`src/hbcc_regs.svh`:
```
// Constants for the battery check, calendar alarm and clock configuration block.
`ifndef HBCC_REGS_SVH
`define HBCC_REGS_SVH
`define HBCC_WILDCARD 8'hff
`define HBCC_CHECK_CYCLES_DEF 16'h0010
`define HBCC_INTERVAL_DEF 32'h0000_8000
`define HBCC_MATCH_INDEX0 2'h0
`endif

```
`src/hbcc_pkg.sv`:
```
// Types shared by the battery check, calendar alarm and clock configuration block.
package hbcc_pkg;
	typedef enum logic [2:0]
	{
		HBCC_MODE_RTC = 3'h1,
		HBCC_MODE_24H = 3'h2,
		HBCC_MODE_12H = 3'h4
	} hbcc_mode_t;

	typedef struct packed
	{
		logic [7:0] day;
		logic [7:0] hour;
		logic [7:0] minute;
		logic [7:0] second;
	} hbcc_cal_t;

	typedef struct packed
	{
		logic osc_power_down;
		logic crystal_drive_high;
		logic crystal_drive_low;
		logic select_internal_slow_osc;
		logic module_clock_to_system;
		logic [1:0] alt_clock_enable;
	} hbcc_clk_cfg_t;

	typedef enum logic [2:0]
	{
		HBCC_ST_IDLE = 3'h1,
		HBCC_ST_MEASURE = 3'h2,
		HBCC_ST_HIBERNATE = 3'h4
	} hbcc_state_t;
endpackage : hbcc_pkg

```
`src/hbcc_core.sv`:
```
// Battery check, calendar alarm match and clock source configuration logic.
`timescale 1ns/10ps
`include "hbcc_regs.svh"

// Notes on behaviour
// - Forced check starts measuring immediately.
// - In-progress indication nonzero until measurement ends.
// - Low result sets sticky low battery flag.
// - Enabled low battery raises interrupt.
// - Hibernation request waits for check end.
// - Alarm field 0xff matches any value.
// - Oscillator disable powers down crystal oscillator.
// - Two crystal drive strengths, high and low.
// - With crystal fitted, pick a drive setting.
// - Option selects internal slow oscillator source.
// - Option routes module clock to system.
// - Alternate clock outputs gated by configuration.
// - Counter runs in exactly one mode.
module hbcc_core #(
	parameter int CHECK_CYCLES = 16,
	parameter int INTERVAL_CYCLES = 32768,
	parameter int ALT_OUTS = 2
)(
	input wire logic clk,
	input wire logic rst,
	input wire logic force_check,
	input wire logic battery_low_in,
	input wire logic low_battery_int_en,
	input wire logic low_battery_clear,
	input wire logic hibernate_request,
	input wire logic [2:0] mode_sel,
	input wire logic second_tick,
	input wire hbcc_pkg::hbcc_cal_t cal_now,
	input wire hbcc_pkg::hbcc_cal_t alarm_value,
	input wire logic alarm_write,
	input wire logic [1:0] alarm_index,
	input wire logic alarm_clear,
	input wire hbcc_pkg::hbcc_clk_cfg_t clk_cfg_in,
	input wire logic clk_cfg_write,
	input wire logic crystal_clk,
	input wire logic external_osc_input,
	input wire logic internal_low_freq_osc,
	output logic check_busy,
	output logic measure_enable,
	output logic low_battery_flag,
	output logic low_battery_irq,
	output logic hibernate_go,
	output hbcc_pkg::hbcc_mode_t counter_mode,
	output logic calendar_mode_24h,
	output logic calendar_mode_12h,
	output logic alarm_match,
	output hbcc_pkg::hbcc_clk_cfg_t clk_cfg,
	output logic osc_enable,
	output logic module_clk,
	output logic sys_clk_out,
	output logic [ALT_OUTS-1:0] alt_clk_out
);
	// ------------------------------------------------------------
	// Battery check sequencer
	// ------------------------------------------------------------
	hbcc_pkg::hbcc_state_t state_reg, state_next;
	logic [15:0] meas_cnt_reg, meas_cnt_next;
	logic [31:0] intv_cnt_reg, intv_cnt_next;
	logic low_reg, low_next;
	logic hib_pend_reg, hib_pend_next;
	logic hib_go_reg, hib_go_next;

	always_comb
	begin
		state_next = state_reg;
		meas_cnt_next = meas_cnt_reg;
		intv_cnt_next = intv_cnt_reg + 32'h1;
		low_next = low_reg;
		hib_pend_next = hib_pend_reg | hibernate_request;
		hib_go_next = 1'b0;
		// A clear in the same cycle as a low result loses to the set.
		if (low_battery_clear)
			low_next = 1'b0;
		unique case (state_reg)
			hbcc_pkg::HBCC_ST_IDLE:
			begin
				if (force_check || intv_cnt_reg >= 32'(INTERVAL_CYCLES - 1))
				begin
					state_next = hbcc_pkg::HBCC_ST_MEASURE;
					meas_cnt_next = 16'h0;
					intv_cnt_next = 32'h0;
				end
				else if (hib_pend_next)
				begin
					state_next = hbcc_pkg::HBCC_ST_HIBERNATE;
				end
			end
			hbcc_pkg::HBCC_ST_MEASURE:
			begin
				meas_cnt_next = meas_cnt_reg + 16'h1;
				if (meas_cnt_reg >= 16'(CHECK_CYCLES - 1))
				begin
					state_next = hbcc_pkg::HBCC_ST_IDLE;
					if (battery_low_in)
						low_next = 1'b1;
				end
			end
			hbcc_pkg::HBCC_ST_HIBERNATE:
			begin
				hib_go_next = 1'b1;
				hib_pend_next = 1'b0;
				state_next = hbcc_pkg::HBCC_ST_IDLE;
			end
		endcase
	end

	always_ff @(posedge clk or posedge rst)
	begin
		if (rst)
		begin
			state_reg <= hbcc_pkg::HBCC_ST_IDLE;
			meas_cnt_reg <= 16'h0;
			intv_cnt_reg <= 32'h0;
			low_reg <= 1'b0;
			hib_pend_reg <= 1'b0;
			hib_go_reg <= 1'b0;
		end
		else
		begin
			state_reg <= state_next;
			meas_cnt_reg <= meas_cnt_next;
			intv_cnt_reg <= intv_cnt_next;
			low_reg <= low_next;
			hib_pend_reg <= hib_pend_next;
			hib_go_reg <= hib_go_next;
		end
	end

	assign check_busy = (state_reg == hbcc_pkg::HBCC_ST_MEASURE);
	assign measure_enable = check_busy;
	assign low_battery_flag = low_reg;
	assign low_battery_irq = low_reg & low_battery_int_en;
	assign hibernate_go = hib_go_reg;

	// ------------------------------------------------------------
	// Counter mode and calendar alarm
	// ------------------------------------------------------------
	hbcc_pkg::hbcc_mode_t mode_reg, mode_next;
	hbcc_pkg::hbcc_cal_t alarm_reg, alarm_next;
	logic match_reg, match_next;
	logic [3:0] field_hit;

	// Only one-hot mode codes are accepted; anything else keeps the old mode.
	always_comb
	begin
		mode_next = mode_reg;
		unique case (mode_sel)
			3'h1: mode_next = hbcc_pkg::HBCC_MODE_RTC;
			3'h2: mode_next = hbcc_pkg::HBCC_MODE_24H;
			3'h4: mode_next = hbcc_pkg::HBCC_MODE_12H;
			default: mode_next = mode_reg;
		endcase
	end

	genvar gi;
	generate
		for (gi = 0; gi < 4; gi++)
		begin : g_field
			assign field_hit[gi] = (alarm_reg[gi*8 +: 8] == `HBCC_WILDCARD) ||
				(alarm_reg[gi*8 +: 8] == cal_now[gi*8 +: 8]);
		end
	endgenerate

	always_comb
	begin
		alarm_next = alarm_reg;
		// Writes to a nonzero index are dropped: only one match register exists.
		if (alarm_write && alarm_index == `HBCC_MATCH_INDEX0)
			alarm_next = alarm_value;
		match_next = match_reg;
		if (alarm_clear)
			match_next = 1'b0;
		if (second_tick && mode_reg != hbcc_pkg::HBCC_MODE_RTC && (&field_hit))
			match_next = 1'b1;
	end

	always_ff @(posedge clk or posedge rst)
	begin
		if (rst)
		begin
			mode_reg <= hbcc_pkg::HBCC_MODE_RTC;
			alarm_reg <= '0;
			match_reg <= 1'b0;
		end
		else
		begin
			mode_reg <= mode_next;
			alarm_reg <= alarm_next;
			match_reg <= match_next;
		end
	end

	assign counter_mode = mode_reg;
	assign calendar_mode_24h = (mode_reg == hbcc_pkg::HBCC_MODE_24H);
	assign calendar_mode_12h = (mode_reg == hbcc_pkg::HBCC_MODE_12H);
	assign alarm_match = match_reg;

	// ------------------------------------------------------------
	// Clock source configuration
	// ------------------------------------------------------------
	hbcc_pkg::hbcc_clk_cfg_t cfg_reg, cfg_next;

	always_comb
	begin
		cfg_next = cfg_reg;
		if (clk_cfg_write)
		begin
			cfg_next = clk_cfg_in;
			// At most one drive strength is kept; high wins if both are asked.
			cfg_next.crystal_drive_low = clk_cfg_in.crystal_drive_low & ~clk_cfg_in.crystal_drive_high;
			// With the oscillator running a drive level must exist, so default to high.
			if (!clk_cfg_in.osc_power_down && !clk_cfg_in.crystal_drive_low)
				cfg_next.crystal_drive_high = 1'b1;
		end
	end

	always_ff @(posedge clk or posedge rst)
	begin
		if (rst)
			cfg_reg <= '{default: 1'b0, crystal_drive_high: 1'b1};
		else
			cfg_reg <= cfg_next;
	end

	assign clk_cfg = cfg_reg;
	assign osc_enable = ~cfg_reg.osc_power_down;
	// The mux is combinational; switching sources may glitch the output clock.
	always_comb
	begin
		if (cfg_reg.select_internal_slow_osc)
			module_clk = internal_low_freq_osc;
		else if (cfg_reg.osc_power_down)
			module_clk = external_osc_input;
		else
			module_clk = crystal_clk;
	end
	assign sys_clk_out = module_clk & cfg_reg.module_clock_to_system;
	generate
		for (gi = 0; gi < ALT_OUTS; gi++)
		begin : g_alt
			assign alt_clk_out[gi] = module_clk & cfg_reg.alt_clock_enable[gi];
		end
	endgenerate
endmodule : hbcc_core

```
`config.mk`:
```
export PLATFORM = sky130hd
export DESIGN_NAME = hbcc_core
export DESIGN_NICKNAME = d
export VERILOG_FILES = /design/src/hbcc_pkg.sv /design/src/hbcc_core.sv
export VERILOG_INCLUDE_DIRS = /design/src
export SDC_FILE = /design/constraint.sdc
export NUM_CORES = 1
export LEC_CHECK = 0
export CAP_MARGIN = 20
export CORE_MARGIN = 2
export CORE_UTILIZATION = 57
export DETAILED_ROUTE_END_ITERATION = 7
export DONT_BUFFER_PORTS = 1
export PLACE_DENSITY = 0.78
export SLEW_MARGIN = 20
export SYNTH_ARGS = -nofsm -noshare
export SYNTH_HDL_FRONTEND = slang
export SYNTH_SLANG_ARGS = --single-unit
```
`constraint.sdc`:
```
create_clock -name clk -period 2.7 [get_ports clk]
set_input_delay 0.405 -clock clk [delete_from_list [all_inputs] [get_ports clk]]
set_output_delay 0.405 -clock clk [all_outputs]
set_load 0.005 [all_outputs]
```
== Word-level counts from Yosys, hierarchy flattened ==
Index checks and enable logic that the tools add are counted.

* Flip-flop bits (word level): 97
* Output and inout port bits: 23
* Word-level logic and storage cells: 88

* Add/subtract/negate cells: 2
* $lt $le $gt $ge: 2
* Eq/ne operators: 20
* Mux-type cells: 20
* Bitwise logic cells: 8
* Reduce and logical (&&, ||, !) cells: 18

{| class="wikitable"
|+ Operators with widths
! kind !! number
|-
| $mux W32 || 2
|-
| $add A32 B1 Y32 const B || 1
|-
| $eq A8 B8 Y1 || 4
|-
| $eq A8 B8 Y1 const B || 4
|-
| $ge A32 B15 Y1 const B || 1
|-
| $pmux W16 S2 || 1
|-
| $pmux W3 S3 || 2
|-
| $add A16 B1 Y16 const B || 1
|-
| $ge A16 B4 Y1 const B || 1
|-
| $mux W16 || 1
|-
| $mux W1 || 11
|-
| $eq A3 B2 Y1 const B || 3
|-
| $eq A3 B3 Y1 const B || 3
|-
| $mux W3 || 3
|-
| $eq A3 B1 Y1 const B || 2
|-
| $and A1 B1 Y1 || 5
|-
| $logic_or A1 B1 Y1 || 5
|-
| $logic_and A1 B1 Y1 || 4
|-
| $reduce_and A2 Y1 || 2
|-
| $reduce_and A4 Y1 || 1
|-
| $reduce_bool A2 Y1 || 2
|-
| $ne A3 B1 Y1 const B || 1
|-
| $ne A3 B3 Y1 const B || 1
|-
| $reduce_bool A3 Y1 || 1
|-
| other kinds (6) || 8
|}

== Longest topological paths before layout ==
* Word-level depth: 5
* Depth in mapped cells: 8
* Gate-level depth less buffers: 6

== Least setup slack after synthesis ==
Ideal clock, no wire load.

* Kind: register to register
* Start point: register intv_cnt_reg[0]
* End point: register meas_cnt_reg[4]
* Arrival: 1.705 ns
* Data required time: 2.554 ns
* Setup slack: 0.849 ns
* Stages on the path, launching flop included: 7
* Period minus slack after synthesis: 1.851 ns
* Path through: dfrtp_1 ha_1 nand3_1 nor3_1 a311oi_2 o21ai_1 a31oi_1

* Word-level cells in the longest chain between the ends: 4

{| class="wikitable"
|+ RTL lines
! item !! line !! text
|-
| start: declaration || hbcc_core.sv:63 || <nowiki>logic [31:0] intv_cnt_reg, intv_cnt_next;</nowiki>
|-
| start signal: assignment || hbcc_core.sv:127 || <nowiki>intv_cnt_reg <= intv_cnt_next;</nowiki>
|-
| $ge A32 B15 Y1 || hbcc_core.sv:82 || <nowiki>if (force_check || intv_cnt_reg >= 32'(INTERVAL_CYCLES - 1))</nowiki>
|-
| $logic_or A1 B1 Y1 || hbcc_core.sv:82 ||
|-
| $ne A2 B2 Y1 (no line) || - ||
|-
| $reduce_and A2 Y1 (no line) || - ||
|-
| end signal: assignment || hbcc_core.sv:126 || <nowiki>meas_cnt_reg <= meas_cnt_next;</nowiki>
|-
| end: declaration || hbcc_core.sv:62 || <nowiki>logic [15:0] meas_cnt_reg, meas_cnt_next;</nowiki>
|}

No other way between the ends.
A chain may end at the register's enable or synchronous reset.

== Worst setup path after layout ==
* Start point: register state_reg[0]
* End point: output port check_busy

* Word-level cells in the longest chain between the ends: 1

{| class="wikitable"
|+ RTL lines
! item !! line !! text
|-
| start: declaration || hbcc_core.sv:61 || <nowiki>hbcc_pkg::hbcc_state_t state_reg, state_next;</nowiki>
|-
| start signal: assignment || hbcc_core.sv:116 || <nowiki>state_reg <= hbcc_pkg::HBCC_ST_IDLE;</nowiki>
|-
| start signal: assignment || hbcc_core.sv:125 || <nowiki>state_reg <= state_next;</nowiki>
|-
| $eq A3 B2 Y1 || hbcc_core.sv:134 || <nowiki>assign check_busy = (state_reg == hbcc_pkg::HBCC_ST_MEASURE);</nowiki>
|-
| end: declaration || hbcc_core.sv:43 || <nowiki>output logic check_busy,</nowiki>
|}

No other way between the ends.

==> reports/results.txt <==
Clock Sinks - 97
Commonest non-fill, non-tap cells in the layout - dfrtp_1, xnor2_1, nor2_1, mux2_2, nand4_1
Site row count - 33
Hold buffers post-CTS - 0
Worst-Margin Slew - 768.5 ps
CP Capture Type - output pin
Synth-to-Final Area Change - 7.508%
Largest net degree at the start of global routing - 36
Initial antenna violation count - 0
Static leakage - 2.070 nW
Resized Gates After CTS - 0
Setup Skew - 11.75 ps
Via count - 3330
Final worst-path cycle share - 0.7902
Post-CTS setup buffers - 0
IO Pins - 113
Hold crit path type - in -> async
Clock transition at path regs - 90 ps
DR DRC count - 0
Slew margin rel. - 0.4866
Top FF cell, synth - dfrtp_1
Syn Nets - 555
Netlist Area Pre-Place - 4866 µm²
Unrepaired setup endpoints after global routing - false
Crit path largest cell delay - 570 ps
Clock buffer depth - 2
Clock Latency Late Sink - 370 ps
CP top delay family - flip-flops
NumNets Final - 559
YS warnings - 0
CP Launch Type - register
ANT nets after route - 0
Post-synth EDFFs - 0
Total CTS buffers - 9
Data arrival, critical path - 1730 ps
Placed wire-length estimate - 6990 µm
N_diodes - 0
Vias per cell - 5.771
Final wirelength - 9404 µm
Flop-to-flop setup slack - 570 ps
Post-synth ARST share - 1.000
Fmax - 468.7 MHz
CP Cell Sequence - or3b_1 -> clkinv_1
Clock Tree Root - clkbuf_8
Status - finished, final reports clean
Commonest non-fill, non-tap cell in the layout - dfrtp_1
Final hold vios - 0
CTS tree - yes
DRT Pass-1 Iters - 4
H-tree levels - 3
Fin Setup TNS - 0 ps
Syn avg cell area - 10.51 µm²
Max Transition Viols Final - 0
First-pass GRT wire length - 14710 µm
GRT Total Usage - 0.2057
DR WL/cell - 16.30 µm
Layout cells sized above 1 - 0.1589
Sequential fraction of the synthesis area - 0.4996
#FFs+latches synth - 97
Crit path max-delay cell type - dfstp_2
Die extent in x - 96.40 µm
Placer Congestion - 0.8717
Core Area - 8258 µm²
Height of the die - 96.40 µm
Initial drt markers - 181
Effective utilization at floorplan - 0.5892
Pre-CTS setup slack - 578.9 ps
Final setup violation count - 0
Pwr/cell area - 727.3 nW/µm²
Die Area - 9292 µm²
Gr ovfl total - 0
Fin cells - 577
CP bufs+invs - 1
Max_cap viols - 0
IO Port Bufs - 0
Vias in the first global route - 3269
Setup CP Type - reg -> out
Final min period - 2134 ps
Final hold slack - 31.63 ps
WP data required - 2300 ps
Yosys cell types - 43
Worst VDD drop - 333.3 µV
Power after layout - 3.804 mW
Worst-path maximum fanout - 13
Final WS setup - 566.5 ps
Placed Cells - 561
Synth Instances - 463
# fillers - 661
power breakdown:
| group | leakage, nW | switching [mW] | internal, mW |
|---|---|---|---|
| logic | 0.727 | 0.402 | 0.397 |
| registers | 1.24 | 0.260 | 1.71 |
| clock network | 0.107 | 0.506 | 0.525 |
worst paths after layout:
kind / end / cells after the start / startpoint
worst max register to register: intv_cnt_reg[26] / 7 / intv_cnt_reg[0]
worst min-delay path: low_battery_flag / 1 / rst
worst max-delay path: check_busy / 2 / state_reg[0]
max in group asynchronous: clk_cfg[5] / 2 / rst
worst min register to register: intv_cnt_reg[0] / 1 / intv_cnt_reg[0]
min in group clk: clk_cfg[5] / 1 / clk_cfg_write
Yosys cell counts (all sizes together), types with 3 or more instances:
master	count	share of area
xnor2	63	0.11
nor4	16	0.024
a21oi	5	0.0051
mux2i	3	0.0062
dfstp	3	0.016
and3	6	0.0077
o22ai	11	0.014
nand4	25	0.032
nand2	24	0.019
dfrtp	94	0.48
nand3	19	0.021
buf	6	0.011
and2	4	0.0051
inv	20	0.015
and4	3	0.0054
nor3b	4	0.0062
nor3	10	0.014
nor2	62	0.048
nor2b	5	0.0064
clkbuf	7	0.0054
o21ai	10	0.010
mux2	36	0.083
xor2	10	0.018
per-stage QoR:
step	utilization	cell area [µm²]
final	0.6335	5231
after global routing	0.6335	5231
after CTS	0.6335	5231
after detailed placement	0.6071	5014
after global placement	0.6071	5014
after floorplan	-	4870
routing by layer:
layer | wire, µm | up-vias | global-route usage
li1 | - | 1618 | -
met2 | 4583 | 88 | 0.3623
met4 | 110 | 0 | 0.05516
met3 | 700 | 13 | 0.06439
met1 | 4009 | 1611 | 0.2440
met5 | 0 | - | 0
layout make-up:
| type | instances | area [µm²] | area share |
|---|---|---|---|
| clock buffers | 10 | 127.6 | 0.02440 |
| clock inverters | 6 | 90.09 | 0.01722 |
| inverters | 21 | 82.58 | 0.01579 |
| multi-input cells | 332 | 2286 | 0.4370 |
| flip-flops and latches | 97 | 2431 | 0.4647 |
| well taps | 105 | 131.4 | 0.02511 |
| repair buffers | 6 | 82.58 | 0.01579 |
cells by family (layout without fill, tap and decap cells):
logic type                 Yosys count  after routing  synth area share
and+or+nand+nor                    186            186            0.2016
DFF                                 97             97            0.4996
buffers and inverters               34             43           0.03214
adders and majority gates            2              2          0.005142
AOI/OAI and AO/OA                   32             32           0.04063
xor gates and xnor gates            73             73            0.1314
muxes                               39             39           0.08948
Power figures use the tool's default switching activity.
